File: src/logic/cspm_consts.svh
`ifndef CSPM_CONSTS_SVH
`define CSPM_CONSTS_SVH

// special function register addresses
`define CSPM_PSW_ADDR        8'hD0
`define CSPM_POWER_CONTROL_ADDR       8'h87

// status word field positions
`define CSPM_PSW_CY          7
`define CSPM_PSW_AC          6
`define CSPM_PSW_F0          5
`define CSPM_PSW_RSH         4
`define CSPM_PSW_RSL         3
`define CSPM_PSW_OV          2
`define CSPM_PSW_F1          1
`define CSPM_PSW_PAR         0

// power control field positions
`define CSPM_POWER_CONTROL_IDLE       0
`define CSPM_POWER_CONTROL_STOP       1
`define CSPM_POWER_CONTROL_RSV_LO     2
`define CSPM_POWER_CONTROL_RSV_HI     7

// reset values
`define CSPM_PSW_RST         7'h00
`define CSPM_POWER_CONTROL_RSV_RST    6'h00
`define CSPM_RDATA_RST       8'h00
`define CSPM_BANK_RST        5'h00
`define CSPM_BANK_PAD        3'h0

// program restart address after any reset
`define CSPM_RESET_VEC       16'h0000

// missing-clock monitor timeout in microseconds, advisory for software
`define CSPM_MCD_TIMEOUT_US  100

// synchroniser lanes
`define CSPM_SYNC_W          3
`define CSPM_SYNC_EXT        0
`define CSPM_SYNC_MCD        1
`define CSPM_SYNC_WAKE       2

`endif

File: src/logic/cspm_pkg.sv
`default_nettype none
package cspm_pkg;

	// power management states
	typedef enum logic [2:0]
	{
		CSPM_RUN,
		CSPM_IDLE,
		CSPM_STOP,
		CSPM_SUSP
	} cspm_state_e;

endpackage
`default_nettype wire

File: src/logic/cspm_sync.sv
`timescale 1ns/100ps
`default_nettype none
// two-flop synchroniser, one lane per bit, lanes reset low
module cspm_sync
#(
	parameter int W = 1
)
(
	input  wire logic         clk,
	input  wire logic         arst_n,
	input  wire logic [W-1:0] async_in,
	output var  logic [W-1:0] sync_out
);

	logic [W-1:0] meta_q;   // first stage, read only by second stage

	genvar i;
	generate
		for (i = 0; i < W; i = i + 1)
		begin : g_lane
			// each lane is an independent level crossing
			always_ff @(posedge clk or negedge arst_n)
			begin
				if (!arst_n)
				begin
					meta_q[i]   <= 1'b0;
					sync_out[i] <= 1'b0;
				end
				else
				begin
					meta_q[i]   <= async_in[i];
					sync_out[i] <= meta_q[i];
				end
			end
		end
	endgenerate

endmodule
`default_nettype wire

File: src/logic/cspm_top.sv
`timescale 1ns/100ps
`default_nettype none
`include "cspm_consts.svh"

// Behaviour
// - idle bit write enters idle after instruction
// - idle keeps registers and peripherals intact
// - idle gates only the cpu clock
// - enabled interrupt or reset pin ends idle
// - interrupt wake clears idle, resumes, services
// - after return, continue after setting instruction
// - reset ending idle restarts at zero
// - watchdog reset ends idle when enabled
// - stop bit write enters stop after instruction
// - stop halts cpu, clocks, oscillator, peripherals
// - only reset leaves stop, restart at zero
// - missing clock monitor reset ends stop
// - mode bits act on one, read zero
// - suspend stops oscillator until wake event
module cspm_top
	import cspm_pkg::*;
(
	input  wire logic        clk,
	input  wire logic        arst_n,
	input  wire logic [7:0]  sfr_addr,
	input  wire logic        sfr_wr,
	input  wire logic [7:0]  sfr_wdata,
	input  wire logic        sfr_rd,
	output var  logic [7:0]  sfr_rdata,
	input  wire logic        instr_done,
	input  wire logic        irq_pending,
	input  wire logic        ext_rst_pin_n,
	input  wire logic        wdt_rst,
	input  wire logic        mcd_rst,
	input  wire logic        mcd_enable,
	input  wire logic        suspend_req,
	input  wire logic        wake_event,
	input  wire logic        cy_we,
	input  wire logic        cy_in,
	input  wire logic        ac_we,
	input  wire logic        ac_in,
	input  wire logic        ov_we,
	input  wire logic        ov_in,
	input  wire logic [7:0]  acc_value,
	output var  logic [7:0]  psw_value,
	output var  logic [4:0]  bank_base,
	output var  logic        cpu_clk_en,
	output var  logic        sys_clk_en,
	output var  logic        periph_clk_en,
	output var  logic        osc_en,
	output var  logic        core_rst,
	output var  logic [15:0] restart_addr,
	output var  logic        irq_resume,
	output var  logic        mode_idle,
	output var  logic        mode_stop,
	output var  logic        mode_susp
);

	// address match, shared by read and write decode
	function automatic logic addr_hit(input logic [7:0] a, input logic [7:0] target);
		addr_hit = (a == target);
	endfunction

	// pin-side inputs pass two flops first
	logic [`CSPM_SYNC_W-1:0] async_vec;   // raw pins, active high
	logic [`CSPM_SYNC_W-1:0] sync_vec;    // synchronised pins
	logic                    ext_rst_s;   // reset pin asserted
	logic                    mcd_rst_s;   // monitor reset request
	logic                    wake_s;      // suspend wake event

	assign async_vec[`CSPM_SYNC_EXT]  = ~ext_rst_pin_n;
	assign async_vec[`CSPM_SYNC_MCD]  = mcd_rst;
	assign async_vec[`CSPM_SYNC_WAKE] = wake_event;

	cspm_sync
	#(
		.W (`CSPM_SYNC_W)
	)
	u_sync
	(
		.clk      (clk),
		.arst_n   (arst_n),
		.async_in (async_vec),
		.sync_out (sync_vec)
	);

	assign ext_rst_s = sync_vec[`CSPM_SYNC_EXT];
	assign mcd_rst_s = sync_vec[`CSPM_SYNC_MCD];
	assign wake_s    = sync_vec[`CSPM_SYNC_WAKE];

	// state and storage
	cspm_state_e state_q;          // power state
	cspm_state_e state_d;
	logic [7:1]  psw_q;            // stored status bits, parity is separate
	logic [7:1]  psw_d;
	logic        parity_q;         // registered accumulator parity
	logic [5:0]  power_control_rsv_q;       // reserved bits, plain storage
	logic [5:0]  power_control_rsv_d;
	logic        idle_arm_q;       // idle written, waiting for instruction end
	logic        idle_arm_d;
	logic        stop_arm_q;       // stop written, waiting for instruction end
	logic        stop_arm_d;
	logic [7:0]  rdata_d;

	// decode
	logic cpu_run;                 // cpu is executing
	logic psw_wr;
	logic power_control_wr;
	logic psw_rd;
	logic power_control_rd;
	logic idle_wr_one;
	logic stop_wr_one;
	logic go_idle;
	logic go_stop;
	logic rst_idle;                // any reset that ends idle
	logic rst_stop;                // any reset that ends stop
	logic rst_any;                 // reset seen in current state
	logic wake_irq;

	assign cpu_run     = (state_q == CSPM_RUN);
	assign psw_wr      = sfr_wr & cpu_run & addr_hit(sfr_addr, `CSPM_PSW_ADDR);
	assign power_control_wr     = sfr_wr & cpu_run & addr_hit(sfr_addr, `CSPM_POWER_CONTROL_ADDR);
	assign psw_rd      = sfr_rd & addr_hit(sfr_addr, `CSPM_PSW_ADDR);
	assign power_control_rd     = sfr_rd & addr_hit(sfr_addr, `CSPM_POWER_CONTROL_ADDR);
	// only a written one does anything; a zero leaves a pending mode alone
	assign idle_wr_one = power_control_wr & sfr_wdata[`CSPM_POWER_CONTROL_IDLE];
	assign stop_wr_one = power_control_wr & sfr_wdata[`CSPM_POWER_CONTROL_STOP];

	// mode entry waits for the writing instruction to finish
	assign go_idle = instr_done & (idle_arm_q | idle_wr_one);
	assign go_stop = instr_done & (stop_arm_q | stop_wr_one);

	// arm flags drop once acted upon; a write landing with instruction end acts at once and does not arm
	assign idle_arm_d = cpu_run & ((idle_arm_q & ~instr_done) | (idle_wr_one & ~instr_done));
	assign stop_arm_d = cpu_run & ((stop_arm_q & ~instr_done) | (stop_wr_one & ~instr_done));

	// watchdog is clocked in idle but not in stop, so it only counts here
	assign rst_idle = ext_rst_s | wdt_rst | (mcd_enable & mcd_rst_s);
	// in stop only the pin and the missing-clock monitor are alive
	assign rst_stop = ext_rst_s | (mcd_enable & mcd_rst_s);
	assign wake_irq = irq_pending;

	// reset sources as seen from the present state
	always_comb
	begin
		case (state_q)
			CSPM_RUN:  rst_any = rst_idle;
			CSPM_IDLE: rst_any = rst_idle;
			CSPM_STOP: rst_any = rst_stop;
			CSPM_SUSP: rst_any = rst_idle;
			default:   rst_any = rst_idle;
		endcase
	end

	// power state transitions; reset takes priority over every wake
	always_comb
	begin
		state_d = state_q;
		case (state_q)
			CSPM_RUN:
			begin
				if (rst_any)
					state_d = CSPM_RUN;
				else if (go_stop)
					state_d = CSPM_STOP;
				else if (go_idle)
					state_d = CSPM_IDLE;
				else if (suspend_req)
					state_d = CSPM_SUSP;
			end
			CSPM_IDLE:
			begin
				// pc is frozen, so resuming lands after the idle write
				if (rst_any || wake_irq)
					state_d = CSPM_RUN;
			end
			CSPM_STOP:
			begin
				// interrupts are dead in stop, only reset leaves
				if (rst_any)
					state_d = CSPM_RUN;
			end
			CSPM_SUSP:
			begin
				if (rst_any || wake_s)
					state_d = CSPM_RUN;
			end
			default:
				state_d = CSPM_RUN;
		endcase
	end

	// status word next value; alu updates beat a same-cycle software write
	// and only a reset moves it while the cpu is halted so idle preserves contents
	always_comb
	begin
		psw_d = psw_q;
		if (rst_any)
			psw_d = `CSPM_PSW_RST;
		else if (cpu_run)
		begin
			if (psw_wr)
				psw_d = sfr_wdata[7:1];
			if (cy_we)
				psw_d[`CSPM_PSW_CY] = cy_in;
			if (ac_we)
				psw_d[`CSPM_PSW_AC] = ac_in;
			if (ov_we)
				psw_d[`CSPM_PSW_OV] = ov_in;
		end
	end

	// reserved bits keep what software writes, cleared by reset
	assign power_control_rsv_d = rst_any ? `CSPM_POWER_CONTROL_RSV_RST
	                  : power_control_wr ? sfr_wdata[`CSPM_POWER_CONTROL_RSV_HI:`CSPM_POWER_CONTROL_RSV_LO]
	                  : power_control_rsv_q;

	// read mux; mode bits never read back as one
	assign rdata_d = psw_rd  ? {psw_q, parity_q}
	               : power_control_rd ? {power_control_rsv_q, 2'b00}
	               : `CSPM_RDATA_RST;

	// state register
	always_ff @(posedge clk or negedge arst_n)
	begin
		if (!arst_n)
			state_q <= CSPM_RUN;
		else
			state_q <= state_d;
	end

	// pending mode requests
	always_ff @(posedge clk or negedge arst_n)
	begin
		if (!arst_n)
		begin
			idle_arm_q <= 1'b0;
			stop_arm_q <= 1'b0;
		end
		else
		begin
			idle_arm_q <= idle_arm_d & ~rst_any;
			stop_arm_q <= stop_arm_d & ~rst_any;
		end
	end

	// status word and reserved storage
	always_ff @(posedge clk or negedge arst_n)
	begin
		if (!arst_n)
		begin
			psw_q      <= `CSPM_PSW_RST;
			power_control_rsv_q <= `CSPM_POWER_CONTROL_RSV_RST;
		end
		else
		begin
			psw_q      <= psw_d;
			power_control_rsv_q <= power_control_rsv_d;
		end
	end

	// parity lags the accumulator by one cycle, fine for a status read
	always_ff @(posedge clk or negedge arst_n)
	begin
		if (!arst_n)
			parity_q <= 1'b0;
		else
			parity_q <= ^acc_value;
	end

	// register bank base follows the next bank select bits
	always_ff @(posedge clk or negedge arst_n)
	begin
		if (!arst_n)
			bank_base <= `CSPM_BANK_RST;
		else
			bank_base <= {psw_d[`CSPM_PSW_RSH], psw_d[`CSPM_PSW_RSL], `CSPM_BANK_PAD};
	end

	// visible status word and read data
	always_ff @(posedge clk or negedge arst_n)
	begin
		if (!arst_n)
		begin
			psw_value <= {`CSPM_PSW_RST, 1'b0};
			sfr_rdata <= `CSPM_RDATA_RST;
		end
		else
		begin
			psw_value <= {psw_d, ^acc_value};
			sfr_rdata <= rdata_d;
		end
	end

	// clock gating: idle drops only the cpu clock, stop drops everything
	always_ff @(posedge clk or negedge arst_n)
	begin
		if (!arst_n)
		begin
			cpu_clk_en    <= 1'b1;
			sys_clk_en    <= 1'b1;
			periph_clk_en <= 1'b1;
			osc_en        <= 1'b1;
		end
		else
		begin
			cpu_clk_en    <= (state_d == CSPM_RUN);
			sys_clk_en    <= (state_d != CSPM_STOP) && (state_d != CSPM_SUSP);
			periph_clk_en <= (state_d != CSPM_STOP) && (state_d != CSPM_SUSP);
			osc_en        <= (state_d != CSPM_STOP) && (state_d != CSPM_SUSP);
		end
	end

	// restart request and interrupt resume pulses
	always_ff @(posedge clk or negedge arst_n)
	begin
		if (!arst_n)
		begin
			core_rst     <= 1'b0;
			irq_resume   <= 1'b0;
			restart_addr <= `CSPM_RESET_VEC;
		end
		else
		begin
			core_rst     <= rst_any;
			irq_resume   <= (state_q == CSPM_IDLE) & wake_irq & ~rst_any;
			restart_addr <= `CSPM_RESET_VEC;
		end
	end

	// mode indicators
	always_ff @(posedge clk or negedge arst_n)
	begin
		if (!arst_n)
		begin
			mode_idle <= 1'b0;
			mode_stop <= 1'b0;
			mode_susp <= 1'b0;
		end
		else
		begin
			mode_idle <= (state_d == CSPM_IDLE);
			mode_stop <= (state_d == CSPM_STOP);
			mode_susp <= (state_d == CSPM_SUSP);
		end
	end

endmodule
`default_nettype wire

File: config.mk
export PLATFORM = sky130hd
export DESIGN_NAME = cspm_top
export DESIGN_NICKNAME = d
export VERILOG_FILES = /design/src/logic/cspm_pkg.sv /design/src/logic/cspm_sync.sv /design/src/logic/cspm_top.sv
export VERILOG_INCLUDE_DIRS = /design/src /design/src/logic
export SDC_FILE = /design/constraint.sdc
export NUM_CORES = 1
export LEC_CHECK = 0
export BUFFER_PORTS_ARGS = -buffer_cell sky130_fd_sc_hd__buf_4
export CORE_MARGIN = 4
export CORE_UTILIZATION = 42
export CTS_CLUSTER_SIZE = 12
export DETAILED_ROUTE_END_ITERATION = 8
export PLACE_DENSITY_LB_ADDON = 0.25
export RECOVER_POWER = 50
export SYNTH_ARGS = -nofsm -noshare
export SYNTH_HDL_FRONTEND = slang
export SYNTH_SLANG_ARGS = --single-unit
File: constraint.sdc
create_clock -name clk -period 2.1 [get_ports clk]
set_input_delay 0.42 -clock clk [delete_from_list [all_inputs] [get_ports clk]]
set_output_delay 0.42 -clock clk [all_outputs]
set_load 0.03 [all_outputs]
==> metrics.txt, run 1 <==
Power per Cell Area=613 mW/mm^2; Critical Path Sink Type=flop; launch point of the worst reg-to-reg path=state_q[2]$_DFF_PN0_; routed wl met3=412 um; number of filler instances in the final layout=387; detailed-route wire length per cell=13.4 um; starting DRC count in detailed routing=64; drt drc=0; Nets=305; Reg2Reg Depth=5; run status=completed; area post-placement=0.00245 mm^2; number of buffers added to fix hold violations after cts=0; multi-input gate area in the final layout=754 um^2; post-route fraction of the period consumed by the critical path=98.4%; wire length of the first global-routing pass=6.31 mm; hold path startpoint=mcd_rst; IO Count=88; core area=0.00435 mm^2; combinational family with the most area after synthesis=simple AND/OR/NAND/NOR gates; Worst Path Max Fanout=3; path category of the worst min-delay check=input port to flop; Initial Util=43.3%; Root Buffer Master=sky130_fd_sc_hd__clkbuf_8; XOR/XNOR Fraction of Synth Area=3.25%; wire length on met1=1.68 mm; total wirelength of the detailed-routed design=4.22 mm; total gr overflow=0; number of clock sinks=40; Post-Syn Area per Cell=10.5 um^2; Final Max Tran Viols=0; number of setup violations in the final report=0; antenna cell count=0; Data arrival, critical path=2.29 ns; launching element type of the critical path=flop; number of storage elements in the synthesis netlist=40; worst vdd ir=0.238 mV; area of the mapped netlist=0.00189 mm^2; horizontal extent of the die=75.0 um; die area=0.00563 mm^2; Clock Latency Late Sink=0.29 ns; H-tree levels=2; Final Cell Area=0.00257 mm^2; proportion of layout cells with a drive suffix above 1=37.1%; Least-Margin Pin Slew=0.981 ns; endpoint required time on the critical path=2.32 ns; R2R setup slack=0.03 ns; final weighted congestion in routability-driven placement=0.857; mux contribution to synthesized area=2.12%; clock transition at the registers of the reported paths=0.07 ns; worst-case clock buffer depth=2; clock tree from TritonCTS=done; gate count after technology mapping=179; complex-gate fraction of the synthesized area=14.0%; simple-gate share of the synthesized area=16.4%; max layer used=met4; critical path class=flop to flop; detailed route wirelength on metal2=2.03 mm; yosys warns=0; count of buffers from port buffering=68; CTS buffer count=5; Power Total=1.57 mW; Reg2Reg Capture Point=mode_susp$_DFF_PN0_; HPWL after detailed placement=3.26 mm; post-synthesis adder-cell area fraction=0%; post-detailed-route via-to-cell ratio=4.74; initial antenna violation count=0; Max Clock Skew=0.00146 ns; setup repair after global routing missed its margin=yes; pin count of the biggest net entering global routing=41; overall via count from detail_route=1499; leakage power=1.23 nW; FP Rows=24; number of distinct library cells after synthesis=33; relative area change from synthesis to final layout=36.1%; GRT Total Usage=15.0%; Detailed Routing Iterations Pass 1=4; Worst slew margin=34.6%; post-layout min period=2.07 ns; portion of the post-synthesis area used by sequential elements=53.2%; DRT antenna net count=0; startpoint of the worst setup timing path=state_q[2]$_DFF_PN0_; critical path capture point=mode_susp$_DFF_PN0_; total area of sequential cells=0.00100 mm^2; maximum achievable frequency=484 MHz; Hold Fails Final Rpt=0; number of global-route vias before repair=1422; Chip Height=75.0 um; number of violations of the max-capacitance limit=0
layout by cell type, fill, tap and decap left out, types with 4 or more instances in the layout:
cell,count
sky130_fd_sc_hd__clkbuf_8,6
sky130_fd_sc_hd__and2_1,5
sky130_fd_sc_hd__o21ai_0,9
sky130_fd_sc_hd__nand3_1,5
sky130_fd_sc_hd__clkbuf_4,5
sky130_fd_sc_hd__nand2_1,23
sky130_fd_sc_hd__dfrtp_1,38
sky130_fd_sc_hd__buf_4,76
sky130_fd_sc_hd__a22o_1,7
sky130_fd_sc_hd__nor2_1,9
sky130_fd_sc_hd__nor3_1,7
sky130_fd_sc_hd__mux2i_1,4
sky130_fd_sc_hd__conb_1,20
sky130_fd_sc_hd__a21oi_1,10
sky130_fd_sc_hd__xnor2_1,6
sequential cells by signal (all words and copies together) (netlist names), 3 cells and up:
register             flops
state_q                  3
sfr_rdata                8
u_sync.meta_q            3
psw_value                7
u_sync.sync_out          3
power_control_rsv_q      6
metal layers:
metal,vias to the layer above,track usage [%]
met5,-,0
met4,0,7.11
met3,6,4.41
met2,71,24.2
met1,680,18.4
li1,742,-
cell usage after synthesis (all sizes together):
cell     count  area [um^2]
or2          1         6.26
conb         1         3.75
o211a        1         17.5
and3         1         6.26
or4          1         7.51
o221ai       1         8.76
clkbuf       1         3.75
nor2b        3         18.8
dfstp        2         52.6
nor3         7         35.0
o21ai        9         45.0
xor2         1         8.76
a22o         7         61.3
nand2       23         86.3
inv          4         15.0
nand3        5         25.0
o41ai        1         16.3
nor2         9         33.8
nor3b        1         7.51
a32o         3         30.0
buf         25          185
a31oi        1         6.26
o31ai        1         21.3
nand4bb      2         22.5
xnor2        6         52.6
a21o         1         7.51
nand2b       3         18.8
a21oi       10         50.1
and2         5         31.3
mux2i        4         40.0
dfrtp       38          951
or3          1         11.3
how the worst min path moves through the flow:
stage                                   end  slack [ns]  depth (start not counted)
6_report         u_sync.meta_q[1]$_DFF_PN0_        0.26                          1
5_1_grt          u_sync.meta_q[2]$_DFF_PN0_        0.24                          1
4_1_cts                 mode_susp$_DFF_PN0_        0.11                          1
3_5_place_dp   u_sync.sync_out[0]$_DFF_PN0_        0.33                          0
3_3_place_gp   u_sync.sync_out[0]$_DFF_PN0_        0.33                          0
2_1_floorplan            core_rst$_DFF_PN0_        0.12                          0
power by group:
group | switching [mW] | leakage [nW] | internal [mW] | total, mW
registers | 0.00838 | 0.528 | 0.791 | 0.800
clock network | 0.250 | 0.0455 | 0.268 | 0.518
logic | 0.151 | 0.660 | 0.106 | 0.257
metrics by stage:
stage          hold WS (ns)  util, %  worst slack (ns)  instances   TNS [ns]
2_1_floorplan         0.124        -         -0.000821        198  -0.000821
3_3_place_gp          0.332     56.2            0.0305        305          0
3_5_place_dp          0.335     56.2           -0.0205        305    -0.0301
4_1_cts               0.107     58.3           0.00370        313          0
5_1_grt               0.244     59.0           -0.0174        316    -0.0635
6_report              0.256     59.0            0.0332        316          0
cells by family after synthesis:
group / count (synthesis)
buffers and inverters: 30
multiplexers: 4
other: 1
flip-flops: 40
AO/OA/AOI/OAI: 35
XOR/XNOR: 7
AND/OR/NAND/NOR: 62
area by class of cell:
cell class | instances | share of cell area, %
Sequential cell | 40 | 39.1
Multi-Input combinational cell | 128 | 29.4
Timing Repair Buffer | 84 | 24.8
Clock buffer | 8 | 3.51
Tap cell | 52 | 2.53
Inverter | 4 | 0.731
worst max-delay path, cell delays in order (launching register included):
cell                      delay, ns
sky130_fd_sc_hd__dfrtp_1       0.40
sky130_fd_sc_hd__or3_4         0.41
sky130_fd_sc_hd__or4_4         0.56
sky130_fd_sc_hd__o211a_4       0.27
sky130_fd_sc_hd__o31ai_4       0.20
sky130_fd_sc_hd__nor2b_1       0.16
timing repair:
item | 4_1_cts | 5_1_grt
setup endpoints to repair | 1 | 5
buffers inserted | 0 | 3
endpoints found under the hold margin | 0 | 0
gates resized for setup | 1 | 0
pin swaps | 0 | 4
Power figures use the tool's default switching activity.
==> inputs of run 2 (changes only) <==
--- a/config.mk
+++ b/config.mk
@@ -8,3 +8,3 @@
 export LEC_CHECK = 0
-export BUFFER_PORTS_ARGS = -buffer_cell sky130_fd_sc_hd__buf_4
+export BUFFER_PORTS_ARGS = -buffer_cell sky130_fd_sc_hd__buf_2
 export CORE_MARGIN = 4
==> constraint.sdc (replaced) <==
create_clock -name clk -period 2.1 [get_ports clk]
set_input_delay 0.21 -clock clk [delete_from_list [all_inputs] [get_ports clk]]
set_output_delay 0.21 -clock clk [all_outputs]
set_load 0.03 [all_outputs]
==> metrics.txt, run 2 (synthesis gave the netlist of run 1 again) <==
run status=completed; detailed-route wire length per cell=13.2 um (-1.1%); number of clock sinks=40 (unchanged); Final Core Density=54.3% (-4.7 points); total gr overflow=0 (unchanged); series of cell instances along the critical path=or3_4, or4_4, o211a_4, o31ai_4, nor2b_4; worst-case clock buffer depth=2 (unchanged); minimum setup slack after placement=0.0452 ns (+0.0657 ns); FP Rows=24 (unchanged); most common cell after layout, fill and taps aside=sky130_fd_sc_hd__buf_2; initial antenna violation count=0 (unchanged); drt drc=0 (unchanged); clock transition at the registers of the reported paths=0.07 ns (about the same); Root Buffer Master=sky130_fd_sc_hd__clkbuf_8; share of power burned in the clock network=34.6% (+1.7 points); antenna cell count=0 (unchanged); post-detailed-route via-to-cell ratio=4.83 (+1.9%); CTS buffer count=5 (unchanged); horizontal extent of the die=75.0 um (unchanged); post-layout min period=2.08 ns (+0.0106 ns); total area of sequential cells=0.00100 mm^2 (unchanged); number of global-route vias before repair=1323 (-7.0%); flip-flop count of the largest register after layout=8 (unchanged); cell internal power dissipation=1.16 mW (-0.39%); power dissipated by switching net loads=0.409 mW (-0.18%); Data arrival, critical path=2.31 ns (+0.02 ns); Clock Latency Late Sink=0.29 ns (about the same); overall via count from detail_route=1498 (-0.067%); Reg with most FFs=sfr_rdata; slack of the critical path=0.0227 ns (-0.0106 ns); endpoint required time on the critical path=2.33 ns (about the same); GRT Total Usage=14.8% (-0.22 points); slowest stage cell, crit path=sky130_fd_sc_hd__or4_4; DRT antenna net count=0 (unchanged); Final Max Tran Viols=0 (unchanged); Critical Path Sink Type=flop; launching element type of the critical path=flop; Max Clock Skew=0.00364 ns (+0.00218 ns); Least-Margin Pin Slew=0.968 ns (-0.0127 ns); Hold Fails Final Rpt=0 (unchanged); starting DRC count in detailed routing=48 (-25%); largest registers=sfr_rdata (8), psw_value (7), power_control_rsv_q (6); switching part of the total=26.1% (+0.041 points); HPWL after detailed placement=3.13 mm (-3.9%); setup repair after global routing missed its margin=yes; maximum achievable frequency=481 MHz (-0.51%); Worst slew margin=35.4% (+0.84 points); number of setup violations in the final report=0 (unchanged); proportion of layout cells with a drive suffix above 1=35.7% (-1.5 points); worst vdd ir=0.287 mV (+20%); relative area change from synthesis to final layout=25.3%; Power per Cell Area=664 mW/mm^2 (+8.3%); Worst Path Max Fanout=3 (unchanged); IO Count=88 (unchanged); sequential share of power=50.9% (about the same); launch point of the worst reg-to-reg path=state_q[0]$_DFF_PN0_; Initial Util=43.3% (unchanged); count of buffers from port buffering=68 (unchanged); number of filler instances in the final layout=407 (+5.2%); clock tree from TritonCTS=done; pin count of the biggest net entering global routing=41 (unchanged); total wirelength of the detailed-routed design=4.10 mm (-2.9%); highest-count cells in the layout ignoring fill and taps=62 x sky130_fd_sc_hd__buf_2, 38 x sky130_fd_sc_hd__dfrtp_1, 23 x sky130_fd_sc_hd__nand2_1; final weighted congestion in routability-driven placement=0.812 (-5.2%); leakage power=1.15 nW (-6.6%); hold path startpoint=wake_event; Nets=300 (-1.6%); critical path class=flop to flop; number of violations of the max-capacitance limit=0 (unchanged); core area=0.00435 mm^2 (unchanged); Detailed Routing Iterations Pass 1=4 (unchanged); startpoint of the worst setup timing path=state_q[0]$_DFF_PN0_; multi-input gate area in the final layout=763 um^2 (+1.2%); delay of the slowest cell on the worst path=0.55 ns (about the same); path category of the worst min-delay check=input port to flop; combinational power share=14.5% (-1.8 points); wire length of the first global-routing pass=6.22 mm (-1.4%); H-tree levels=2 (unchanged); post-route fraction of the period consumed by the critical path=98.9% (+0.50 points); Chip Height=75.0 um (unchanged); die area=0.00563 mm^2 (unchanged)
-- run 2: worst max-delay path: cells and delay by family (launching register included) --
| family | cells | cell delay, ns |
|---|---|---|
| and+or+nand+nor | 3 | 1.12 |
| AOI/OAI and AO/OA | 2 | 0.52 |
| DFF | 1 | 0.38 |
-- run 2: area by class of cell --
class	instances	share of cell area, %
tap	52	2.75
timing repair buffer	79	17.6
clock buffer	7	4.08
multi-input combinational	128	32.3
inverter	4	0.794
sequential	40	42.5
-- run 2: power groups by stage --
stage          registers [mW]  clock network, mW  logic [mW]
3_3_place_gp            0.813                  0       0.224
3_5_place_dp            0.814                  0       0.226
6_report                0.799              0.542       0.228
4_1_cts                 0.799              0.555       0.227
5_1_grt                 0.801              0.580       0.249
2_1_floorplan           0.824                  0       0.164
-- run 2: final timing paths --
kind	endpoint	slack, ns	depth (start not counted)
max reg2reg	mode_susp$_DFF_PN0_	0.02	5
max in group asynchronous	psw_value[4]$_DFFE_PN0P_	1.44	1
min	u_sync.meta_q[2]$_DFF_PN0_	0.03	1
min in group asynchronous	mode_idle$_DFF_PN0_	0.06	1
min reg2reg	u_sync.sync_out[0]$_DFF_PN0_	0.35	0
max	mode_susp$_DFF_PN0_	0.02	5
-- run 2: metal layers --
metal / share of wire [%] / up-vias / wire length [um] / track usage, %
li1: - / 729 / - / -
met1: 43 / 705 / 1770 / 19.7
met2: 46 / 57 / 1890 / 23.0
met3: 9.1 / 7 / 372 / 4.27
met4: 1.7 / 0 / 70 / 5.34
met5: 0 / - / 0 / 0
-- run 2: repair_timing --
item,CTS,global route
resized for setup,0,5
hold buffers,0,0
buffers inserted,0,2
endpoints found under the setup margin,0,10
-- run 2: stage by stage --
| stage | area (um^2) | hold WS, ns | total power, mW | cells | setup TNS (ns) |
|---|---|---|---|---|---|
| finish | 2360 | 0.0293 | 1.57 | 310 | 0 |
| floorplan | 1970 | -0.0856 | 0.988 | 198 | -0.000821 |
| detailed placement | 2250 | 0.329 | 1.04 | 301 | 0 |
| global route | 2360 | 0.0148 | 1.63 | 310 | -0.0302 |
| global placement | 2250 | 0.317 | 1.04 | 301 | 0 |
| CTS | 2340 | 0.0246 | 1.58 | 308 | 0 |
